==> config.mk <==
export PLATFORM = sky130hd
export DESIGN_NAME = svih_top
export DESIGN_NICKNAME = d
export VERILOG_FILES = /design/src/verilog/svih_pkg.sv /design/src/verilog/svih_stack_if.sv /design/src/verilog/svih_filter.sv /design/src/verilog/svih_stack.sv /design/src/verilog/svih_top.sv
export SDC_FILE = /design/constraint.sdc
export NUM_CORES = 1
export LEC_CHECK = 0
export BUFFER_PORTS_ARGS = -buffer_cell sky130_fd_sc_hd__buf_2
export CAP_MARGIN = 20
export CORE_MARGIN = 2
export CORE_UTILIZATION = 40
export CTS_BUF_LIST = sky130_fd_sc_hd__clkbuf_16
export DETAILED_ROUTE_END_ITERATION = 16
export GPL_TIMING_DRIVEN = 0
export PLACE_DENSITY = 0.57
export REMOVE_ABC_BUFFERS = 1
export SETUP_SLACK_MARGIN = 0.2
export SLEW_MARGIN = 20
export SYNTH_ARGS = -nofsm -noshare
export SYNTH_HDL_FRONTEND = slang
export SYNTH_HIERARCHICAL = 1
export SYNTH_SLANG_ARGS = --single-unit
==> constraint.sdc <==
create_clock -name clock -period 3.5 [get_ports clock]
set_input_delay 0.175 -clock clock [delete_from_list [all_inputs] [get_ports clock]]
set_output_delay 0.175 -clock clock [all_outputs]
set_load 0.02 [all_outputs]
==> src/verilog/svih_pkg.sv <==
// Constants, register map and state type of the single-vector interrupt handler.
package svih_pkg;
	// ************************************************************
	// Sizes
	// ************************************************************
	localparam int NUM_EXT     = 8;
	localparam int NUM_SRC     = 16;
	localparam int NUM_ID      = 9;
	localparam int ADDR_W      = 16;
	localparam int STACK_DEPTH = 16;
	localparam int STACK_IDX_W = 4;
	localparam int FILTER_LEN  = 3;
	localparam int SYS_SRC     = 15;
	localparam int SYS_ID_BIT  = 8;

	// ************************************************************
	// Register byte offsets
	// ************************************************************
	localparam logic [7:0] OFS_CONTROL = 8'h00;
	localparam logic [7:0] OFS_MASK    = 8'h04;
	localparam logic [7:0] OFS_VECTOR  = 8'h08;
	localparam logic [7:0] OFS_ID      = 8'h0C;
	localparam logic [7:0] OFS_FLAGS   = 8'h10;
	localparam logic [7:0] OFS_LOCAL   = 8'h14;
	localparam logic [7:0] OFS_STATUS  = 8'h18;

	// ************************************************************
	// Field positions and reset values
	// ************************************************************
	localparam int CTL_GIE_BIT = 0;
	localparam int CTL_INS_BIT = 1;
	localparam logic [ADDR_W-1:0]      RST_VECTOR    = 16'h0000;
	localparam logic [NUM_ID-1:0]      RST_MASK      = 9'h000;
	localparam logic [NUM_SRC-1:0]     RST_LOCAL     = 16'h0000;
	localparam logic [STACK_IDX_W-1:0] RST_STACK_IDX = 4'hF;

	typedef enum logic [1:0] {
		SVIH_IDLE,
		SVIH_STALL,
		SVIH_VECTOR,
		SVIH_RETURN
	} svih_state_type;
endpackage

==> src/verilog/svih_stack_if.sv <==
// Connection between the handler sequencer and its return-address stack.
`timescale 1ns/10ps
`default_nettype none
interface svih_stack_if;
	logic                               push;
	logic                               pop;
	logic [svih_pkg::ADDR_W-1:0]        push_data;
	logic [svih_pkg::ADDR_W-1:0]        pop_data;
	logic [svih_pkg::STACK_IDX_W-1:0]   index;

	modport owner (output push, output pop, output push_data, input pop_data, input index);
	modport store (input push, input pop, input push_data, output pop_data, output index);
endinterface
`default_nettype wire

==> src/verilog/svih_filter.sv <==
// Two-stage synchroniser and three-sample glitch filter for external requests.
`timescale 1ns/10ps
`default_nettype none
module svih_filter
(
	input  wire logic                          clock,
	input  wire logic                          rst_n,
	input  wire logic [svih_pkg::NUM_EXT-1:0]  pin_in,
	output logic      [svih_pkg::NUM_EXT-1:0]  rise_out
);
	genvar g;
	generate
		for (g = 0; g < svih_pkg::NUM_EXT; g++)
		begin : gen_ch
			logic [1:0]                       sync_ff;
			logic [svih_pkg::FILTER_LEN-1:0]  hist_ff;
			logic                             level_ff;
			logic [1:0]                       nxt_sync;
			logic [svih_pkg::FILTER_LEN-1:0]  nxt_hist;
			logic                             nxt_level;

			// Only the second stage feeds the history, so metastability stays contained.
			always_comb
			begin
				nxt_sync  = {sync_ff[0], pin_in[g]};
				nxt_hist  = {hist_ff[svih_pkg::FILTER_LEN-2:0], sync_ff[1]};
				nxt_level = (&hist_ff) ? 1'b1 : ((|hist_ff) ? level_ff : 1'b0);
			end

			always_ff @(posedge clock or negedge rst_n)
			begin
				if (!rst_n)
				begin
					sync_ff  <= 2'h0;
					hist_ff  <= '0;
					level_ff <= 1'b0;
				end
				else
				begin
					sync_ff  <= nxt_sync;
					hist_ff  <= nxt_hist;
					level_ff <= nxt_level;
				end
			end

			assign rise_out[g] = (&hist_ff) & ~level_ff;
		end
	endgenerate
endmodule
`default_nettype wire

==> src/verilog/svih_stack.sv <==
// Return-address stack: sixteen words, index points at the top entry.
`timescale 1ns/10ps
`default_nettype none
module svih_stack
(
	input  wire logic  clock,
	input  wire logic  rst_n,
	svih_stack_if.store stk
);
	logic [svih_pkg::ADDR_W-1:0]      mem [svih_pkg::STACK_DEPTH];
	logic [svih_pkg::STACK_IDX_W-1:0] index_ff;
	logic [svih_pkg::STACK_IDX_W-1:0] nxt_index;

	always_comb
	begin
		nxt_index = index_ff;
		if (stk.push)
			nxt_index = index_ff + 4'h1;
		else if (stk.pop)
			nxt_index = index_ff - 4'h1;
	end

	always_ff @(posedge clock or negedge rst_n)
	begin
		if (!rst_n)
			index_ff <= svih_pkg::RST_STACK_IDX;
		else
			index_ff <= nxt_index;
	end

	// Stack memory is not reset; contents are undefined until pushed.
	always_ff @(posedge clock)
	begin
		if (stk.push)
			mem[nxt_index] <= stk.push_data;
	end

	assign stk.pop_data = mem[index_ff];
	assign stk.index    = index_ff;
endmodule
`default_nettype wire

==> src/verilog/svih_top.sv <==
// Single-vector interrupt handler with Wishbone register access.
`timescale 1ns/10ps
`default_nettype none
module svih_top
(
	input  wire logic                         clock,
	input  wire logic                         rst_n,
	input  wire logic                         wb_cyc_i,
	input  wire logic                         wb_stb_i,
	input  wire logic                         wb_we_i,
	input  wire logic [7:0]                   wb_adr_i,
	input  wire logic [3:0]                   wb_sel_i,
	input  wire logic [31:0]                  wb_dat_i,
	output logic      [31:0]                  wb_dat_o,
	output logic                              wb_ack_o,
	input  wire logic [svih_pkg::NUM_EXT-1:0] ext_irq,
	input  wire logic [7:0]                   int_event,
	input  wire logic                         core_return_from_handler,
	input  wire logic                         core_pfx_wr,
	input  wire logic [15:0]                  core_ret_addr,
	output logic                              cpu_fetch_cancel,
	output logic                              cpu_pc_load,
	output logic      [15:0]                  cpu_pc_value,
	output logic                              irq_in_service
);
	// ************************************************************
	// Source conditioning
	// ************************************************************
	logic [svih_pkg::NUM_EXT-1:0] ext_rise;
	logic [svih_pkg::NUM_SRC-1:0] src_event;

	svih_filter u_filter
	(
		.clock    (clock),
		.rst_n    (rst_n),
		.pin_in   (ext_irq),
		.rise_out (ext_rise)
	);

	// External pins fill the low byte; internal events arrive already synchronous.
	assign src_event = {int_event, ext_rise};

	svih_stack_if stk ();

	svih_stack u_stack
	(
		.clock (clock),
		.rst_n (rst_n),
		.stk   (stk)
	);

	// ************************************************************
	// Register state
	// ************************************************************
	logic                           gie_ff;
	logic                           ins_ff;
	logic [svih_pkg::NUM_ID-1:0]    mask_ff;
	logic [15:0]                    vector_ff;
	logic [svih_pkg::NUM_SRC-1:0]   flag_ff;
	logic [svih_pkg::NUM_SRC-1:0]   local_ff;
	logic                           ack_ff;
	logic [31:0]                    rdata_ff;
	logic                           nxt_gie;
	logic                           nxt_ins;
	logic [svih_pkg::NUM_ID-1:0]    nxt_mask;
	logic [15:0]                    nxt_vector;
	logic [svih_pkg::NUM_SRC-1:0]   nxt_flag;
	logic [svih_pkg::NUM_SRC-1:0]   nxt_local;
	logic                           nxt_ack;
	logic [31:0]                    nxt_rdata;

	// ************************************************************
	// Sequencer state
	// ************************************************************
	svih_pkg::svih_state_type       state_ff;
	svih_pkg::svih_state_type       nxt_state;
	logic                           req_ff;
	logic                           window_ff;
	logic [15:0]                    pc_ff;
	logic                           nxt_req;
	logic                           nxt_window;
	logic [15:0]                    nxt_pc;

	logic [svih_pkg::NUM_SRC-1:0]   src_active;
	logic [svih_pkg::NUM_ID-1:0]    module_id;
	logic                           pending;
	logic                           enter;
	logic                           wr_stb;
	logic [15:0]                    wmask;
	logic [15:0]                    wdata;

	// ************************************************************
	// Identification and qualification
	// ************************************************************
	assign src_active = flag_ff & local_ff;

	// External sources share module 0; internal events map to modules 1..7, last is system.
	assign module_id[0] = |src_active[svih_pkg::NUM_EXT-1:0];
	genvar m;
	generate
		for (m = 1; m < svih_pkg::SYS_ID_BIT; m++)
		begin : gen_mod
			assign module_id[m] = src_active[m + svih_pkg::NUM_EXT - 1];
		end
	endgenerate
	assign module_id[svih_pkg::SYS_ID_BIT] = src_active[svih_pkg::SYS_SRC];

	// All sources OR into one request, so none is ranked above another.
	// Only the request is gated; the ID read still shows modules that are masked.
	assign pending = (|(module_id & mask_ff)) & gie_ff & ~ins_ff;

	// ************************************************************
	// Wishbone slave: ack one cycle after the strobe, write at the acked edge
	// ************************************************************
	assign wr_stb = wb_cyc_i & wb_stb_i & wb_we_i & ack_ff;
	assign wmask  = {{8{wb_sel_i[1]}}, {8{wb_sel_i[0]}}};
	assign wdata  = wb_dat_i[15:0] & wmask;
	assign enter  = (state_ff == svih_pkg::SVIH_VECTOR);

	// Read data is captured on the request edge, so it stands while ack is high and holds until the next request.
	always_comb
	begin
		nxt_ack    = wb_cyc_i & wb_stb_i & ~ack_ff;
		nxt_rdata  = rdata_ff;
		nxt_gie    = gie_ff;
		nxt_ins    = ins_ff;
		nxt_mask   = mask_ff;
		nxt_vector = vector_ff;
		nxt_local  = local_ff;
		nxt_flag   = flag_ff;
		if (wb_cyc_i & wb_stb_i & ~ack_ff)
		begin
			unique case (wb_adr_i)
				svih_pkg::OFS_CONTROL : nxt_rdata = {30'h0, ins_ff, gie_ff};
				svih_pkg::OFS_MASK    : nxt_rdata = {23'h0, mask_ff};
				svih_pkg::OFS_VECTOR  : nxt_rdata = {16'h0, vector_ff};
				svih_pkg::OFS_ID      : nxt_rdata = {23'h0, module_id};
				svih_pkg::OFS_FLAGS   : nxt_rdata = {16'h0, flag_ff};
				svih_pkg::OFS_LOCAL   : nxt_rdata = {16'h0, local_ff};
				svih_pkg::OFS_STATUS  : nxt_rdata = {24'h0, 2'h0, state_ff, stk.index};
				default               : nxt_rdata = 32'h0000_0000;
			endcase
		end
		// A write lands at the edge where ack is high, the edge at which the master samples it.
		if (wr_stb)
		begin
			unique case (wb_adr_i)
				svih_pkg::OFS_CONTROL :
				begin
					if (wb_sel_i[0])
					begin
						nxt_gie = wb_dat_i[svih_pkg::CTL_GIE_BIT];
						nxt_ins = wb_dat_i[svih_pkg::CTL_INS_BIT];
					end
				end
				svih_pkg::OFS_MASK    : nxt_mask = (mask_ff & ~wmask[svih_pkg::NUM_ID-1:0])
				                                   | wdata[svih_pkg::NUM_ID-1:0];
				svih_pkg::OFS_VECTOR  : nxt_vector = (vector_ff & ~wmask) | wdata;
				svih_pkg::OFS_FLAGS   : nxt_flag = flag_ff & ~wdata;
				svih_pkg::OFS_LOCAL   : nxt_local = (local_ff & ~wmask) | wdata;
				default               : nxt_rdata = rdata_ff;
			endcase
		end
		// Hardware wins over a software clear in the same cycle.
		nxt_flag = nxt_flag | src_event;
		if (core_return_from_handler && state_ff == svih_pkg::SVIH_IDLE)
			nxt_ins = 1'b0;
		if (enter)
			nxt_ins = 1'b1;
	end

	always_ff @(posedge clock or negedge rst_n)
	begin
		if (!rst_n)
		begin
			ack_ff    <= 1'b0;
			rdata_ff  <= 32'h0000_0000;
			gie_ff    <= 1'b0;
			ins_ff    <= 1'b0;
			mask_ff   <= svih_pkg::RST_MASK;
			vector_ff <= svih_pkg::RST_VECTOR;
			local_ff  <= svih_pkg::RST_LOCAL;
			flag_ff   <= '0;
		end
		else
		begin
			ack_ff    <= nxt_ack;
			rdata_ff  <= nxt_rdata;
			gie_ff    <= nxt_gie;
			ins_ff    <= nxt_ins;
			mask_ff   <= nxt_mask;
			vector_ff <= nxt_vector;
			local_ff  <= nxt_local;
			flag_ff   <= nxt_flag;
		end
	end

	// ************************************************************
	// Call and return sequencer
	// ************************************************************
	// In SVIH_IDLE a request is taken from req_ff, the value sampled one edge earlier.
	always_comb
	begin
		nxt_req    = pending;
		nxt_window = core_pfx_wr;
		nxt_state  = state_ff;
		nxt_pc     = pc_ff;
		unique case (state_ff)
			svih_pkg::SVIH_IDLE :
			begin
				if (core_return_from_handler)
				begin
					nxt_pc    = stk.pop_data;
					nxt_state = svih_pkg::SVIH_RETURN;
				end
				// The in-service test covers the cycle after a call, while req_ff holds an older sample.
				else if (req_ff && !window_ff && !ins_ff)
					nxt_state = svih_pkg::SVIH_STALL;
			end
			svih_pkg::SVIH_STALL :
			begin
				// A prefix written by the stalled instruction opens a window in the next cycle,
				// so the call waits until that cycle has passed.
				if (!core_pfx_wr)
				begin
					nxt_pc    = vector_ff;
					nxt_state = svih_pkg::SVIH_VECTOR;
				end
			end
			svih_pkg::SVIH_VECTOR :
				nxt_state = svih_pkg::SVIH_IDLE;
			svih_pkg::SVIH_RETURN :
			begin
				// Acknowledge here, after the return, never during it.
				// The live request is used because req_ff was sampled while in-service was still set.
				if (pending && !window_ff)
					nxt_state = svih_pkg::SVIH_STALL;
				else
					nxt_state = svih_pkg::SVIH_IDLE;
			end
		endcase
	end

	always_ff @(posedge clock or negedge rst_n)
	begin
		if (!rst_n)
		begin
			state_ff  <= svih_pkg::SVIH_IDLE;
			req_ff    <= 1'b0;
			window_ff <= 1'b0;
			pc_ff     <= 16'h0000;
		end
		else
		begin
			state_ff  <= nxt_state;
			req_ff    <= nxt_req;
			window_ff <= nxt_window;
			pc_ff     <= nxt_pc;
		end
	end

	// ************************************************************
	// Stack and core outputs
	// ************************************************************
	// The stack index wraps silently on overflow; software must keep nesting at or below sixteen.
	assign stk.push      = enter;
	assign stk.push_data = core_ret_addr;
	assign stk.pop       = core_return_from_handler & (state_ff == svih_pkg::SVIH_IDLE);

	// Core strobes decode registered state, so each stands for exactly one cycle.
	assign cpu_fetch_cancel = enter;
	assign cpu_pc_load      = enter | (state_ff == svih_pkg::SVIH_RETURN);
	assign cpu_pc_value     = pc_ff;
	assign irq_in_service   = ins_ff;
	assign wb_ack_o         = ack_ff;
	assign wb_dat_o         = rdata_ff;
endmodule
`default_nettype wire

==> impl_metrics.tcl <==
set metrics [dict create \
    final_core_util_pct 49.1 \
    outcome "finished, final reports clean" \
    routed_wl_um 38500 \
    die_h_um 207 \
    final_cell_area_sq_um 20000 \
    place.gp.congestion 0.826 \
    viasPerCell 5.36 \
    routed.top_layer "met4" \
    slew_headroom_pct 35.5 \
    htreeDepth 2 \
    cts.sinks 404 \
    die_x_um 207 \
    dr.pass1.iters 7 \
    synth_cell_type_count 69 \
    cts_tree "built" \
    syn_area_sq_um 16400 \
    root_buffer "clkbuf_16" \
    nNetsFinal 1304 \
    finalCritPeriodShare_pct 90.0 \
    leakage_nw 7.79 \
    num_io_pins 135 \
    path_cells "inv_2 > ha_1 > and3b_1 > nor3_2 > o21ai_0 > nor2_4 > buf_6" \
    synth-edff-count 256 \
    grt_pass1_vias 9523 \
    finalPower_mw 14.0 \
    cts.path.max_buffers 3 \
    synth_seq_area_share_pct 69.3 \
    port_buffers 100 \
    whs_path_depth 4 \
    crit_type "flop to flop" \
    grt_pass1_wl_um 57700 \
    hold_viol_final 0 \
    cts_made_buffers 44 \
    synth_warnings 6 \
    grt_overflow 0 \
    final_antenna_net_count 0 \
    start_util_pct 40.4 \
    die_area_sq_um 42700 \
    postPlaceCellArea_sq_um 17700 \
    multi_input_area_sq_um 4760 \
    m1WireLength_um 17600 \
    vias 9565 \
    finClkSkew_ps 21.9 \
    synthFlopType "edfxtp_1" \
    end_kind "flop" \
    r2r_end "u_stack/mem[10][11]" \
    worst_pin_slew_ps 961 \
    async_flop_share_pct 36.6 \
    dp_hpwl_um 24400 \
    slowest_delay_ps 680 \
    r2r_cells 7 \
    diodes 0 \
    insertion_delay_ps 570 \
    hold_class "input pin to flop" \
    syn_area_per_cell_sq_um 15.9 \
    grt_start_max_net_pins 78 \
    core_region_area_sq_um 40700 \
    pre_cts_ws_ps -83.2 \
    ff2ff_setup_slack_ps 350 \
    fill_cells 3464 \
    synth_cells 1035 \
    route.met2.wl_um 18000 \
    cp_max_fo 18 \
    critPathLaunch "u_stack/stk.index[0]" \
    hold_path_end "wb_dat_o[8]" \
    fmax_mhz 317 \
    cp_top_family "simple AND/OR/NAND/NOR gates" \
    grt_setup_unrepaired "yes" \
    maxCapViolCount 0 \
    antenna_found_initial 0 \
    critPathBufInv 2 \
    slowest_stage "dfstp_2" \
    syn_to_final_growth_pct 21.8 \
    regArea_sq_um 11400 \
    path_clk_slew_ps 60 \
    wl_met3_um 1750 \
    fp-row-count 74 \
    worst_hold_startpoint "wb_adr_i[6]" \
    start_kind "flop" \
    vdd_drop_max_mv 0.405 \
    synth_seq_cells 404 \
    finalMaxSlewViolations 0 \
    drt_iter0_drc 676 \
    worst_slack_ps 349 \
    layout-drive-gt1-share_pct 23.4 \
    post_drt_wl_per_cell_um 21.6 \
    route.detailed.drc 0 \
    grt_use_total_pct 18.1 \
    required_ps 3770 \
    power_density_nw_per_um2 701 \
    r2r-start "u_stack/stk.index[0]" \
    setup_viol 0 \
    period_minus_slack_ps 3150 \
    crit_arrival_ps 3420 \
]
==> cell families after synthesis <==
logic type,Yosys count,share of synthesized area (%)
DFF,404,69.3
muxes,186,14.2
and+or+nand+nor,184,6.58
AOI/OAI and AO/OA,164,6.77
buffers and inverters,92,2.85
adders and majority gates,2,0.152
xor gates and xnor gates,2,0.152
other,1,0.0228
==> tightest hold or removal path, stage by stage <==
cell and delay (ps):
buf_2 80, nor3_1 80, nand2_1 240, o31ai_1 100
==> metrics by stage <==
step	hold slack (ps)	setup TNS [ps]	std cells
floorplan	-121	-70070	982
global placement	285	-510850	1614
detailed placement	201	-5410	1632
CTS	130	0	1783
global route	189	0	1786
finish	172	0	1786
==> cells in the final DEF, fill, tap and decap left out, types with 4 or more instances in the layout <==
| cell type | synthesis | layout |
|---|---|---|
| dfrtp_1 | 144 | 144 |
| clkbuf_16 | 0 | 45 |
| conb_1 | 1 | 16 |
| nor2_1 | 23 | 5 |
| nand3_1 | 51 | 51 |
| a32oi_1 | 4 | 4 |
| a222oi_1 | 7 | 7 |
| a22oi_1 | 40 | 40 |
| mux2i_1 | 101 | 101 |
| nor3b_1 | 8 | 7 |
| buf_8 | 0 | 10 |
| o21ai_1 | 24 | 25 |
| a21o_1 | 16 | 16 |
| a22o_1 | 4 | 4 |
| a21oi_1 | 9 | 9 |
| buf_2 | 14 | 99 |
| edfxtp_1 | 256 | 256 |
| clkinv_2 | 0 | 5 |
| nor2_2 | 3 | 10 |
| buf_6 | 3 | 4 |
| clkinv_1 | 0 | 15 |
| nor3_2 | 9 | 10 |
| mux2_2 | 18 | 18 |
| nand4_1 | 9 | 9 |
| o21ai_0 | 37 | 36 |
| buf_12 | 0 | 14 |
| bufinv_16 | 0 | 5 |
| mux2_1 | 35 | 35 |
| nand2_1 | 35 | 35 |
| mux4_2 | 32 | 32 |
| nand3b_1 | 9 | 9 |
| inv_1 | 22 | 29 |
| nor2_4 | 0 | 11 |
| dlygate4sd3_1 | 0 | 59 |
==> routing by layer <==
layer / global-route usage (%) / vias to the layer above
li1: - / 4357
met1: 24.9 / 4892
met2: 29.0 / 246
met3: 2.94 / 70
met4: 7.27 / 0
met5: 0 / -
==> area by class of cell <==
class / instances / area share, %
clock inverter: 36 / 1.54
sequential: 404 / 57.0
clock buffer: 45 / 5.62
inverter: 24 / 0.475
tap: 532 / 3.32
timing repair buffer: 191 / 8.29
multi-input combinational: 554 / 23.8
==> worst max-delay path by stage <==
stage                     cells past startpoint  slack [ps]             endpoint
after floorplan                               5        -360    u_stack/mem[0][0]
after global placement                        5       -2240   u_stack/mem[3][12]
after detailed placement                      6         -80   u_stack/mem[5][12]
after CTS                                     7         280  u_stack/mem[13][12]
after global routing                          7         190  u_stack/mem[10][13]
final                                         7         350  u_stack/mem[10][11]
==> synth_stat cells, drive strengths merged (2+ instances only) <==
master | number | area share [%]
a211o | 2 | 0.11
a211oi | 2 | 0.091
a21o | 16 | 0.73
a21oi | 9 | 0.27
a222oi | 7 | 0.43
a22o | 4 | 0.21
a22oi | 40 | 1.8
a31oi | 2 | 0.076
a32oi | 4 | 0.21
and2 | 5 | 0.19
and3 | 2 | 0.076
buf | 41 | 1.6
clkbuf | 27 | 0.63
dfrtp | 144 | 22
dfstp | 4 | 0.64
edfxtp | 256 | 47
ha | 2 | 0.15
inv | 23 | 0.53
mux2 | 53 | 3.6
mux2i | 101 | 6.1
mux4 | 32 | 4.4
nand2 | 35 | 0.80
nand2b | 4 | 0.15
nand3 | 51 | 1.6
nand3b | 9 | 0.41
nand4 | 9 | 0.34
nor2 | 26 | 0.64
nor2b | 5 | 0.19
nor3 | 15 | 0.87
nor3b | 8 | 0.37
nor4 | 2 | 0.26
nor4bb | 3 | 0.18
o21ai | 61 | 1.9
o221ai | 3 | 0.16
o22ai | 2 | 0.11
o2bb2ai | 2 | 0.11
o31ai | 2 | 0.091
or3 | 3 | 0.11
xnor2 | 2 | 0.15
==> report_power, final <==
| group | switching, mW | total (mW) | internal [mW] |
|---|---|---|---|
| Clock | 1.86 | 4.56 | 2.70 |
| Combinational | 2.02 | 3.52 | 1.49 |
| Sequential | 0.434 | 5.97 | 5.53 |
==> repair_timing <==
item                                   in CTS  in global routing
endpoints found under the hold margin     400                  0
pin swaps                                   5                  2
resized for setup                           4                  4
hold buffers                               59                  0
setup buffers                              11                  2
setup endpoints to repair                 128                127
(Power assumes the default switching activity.)
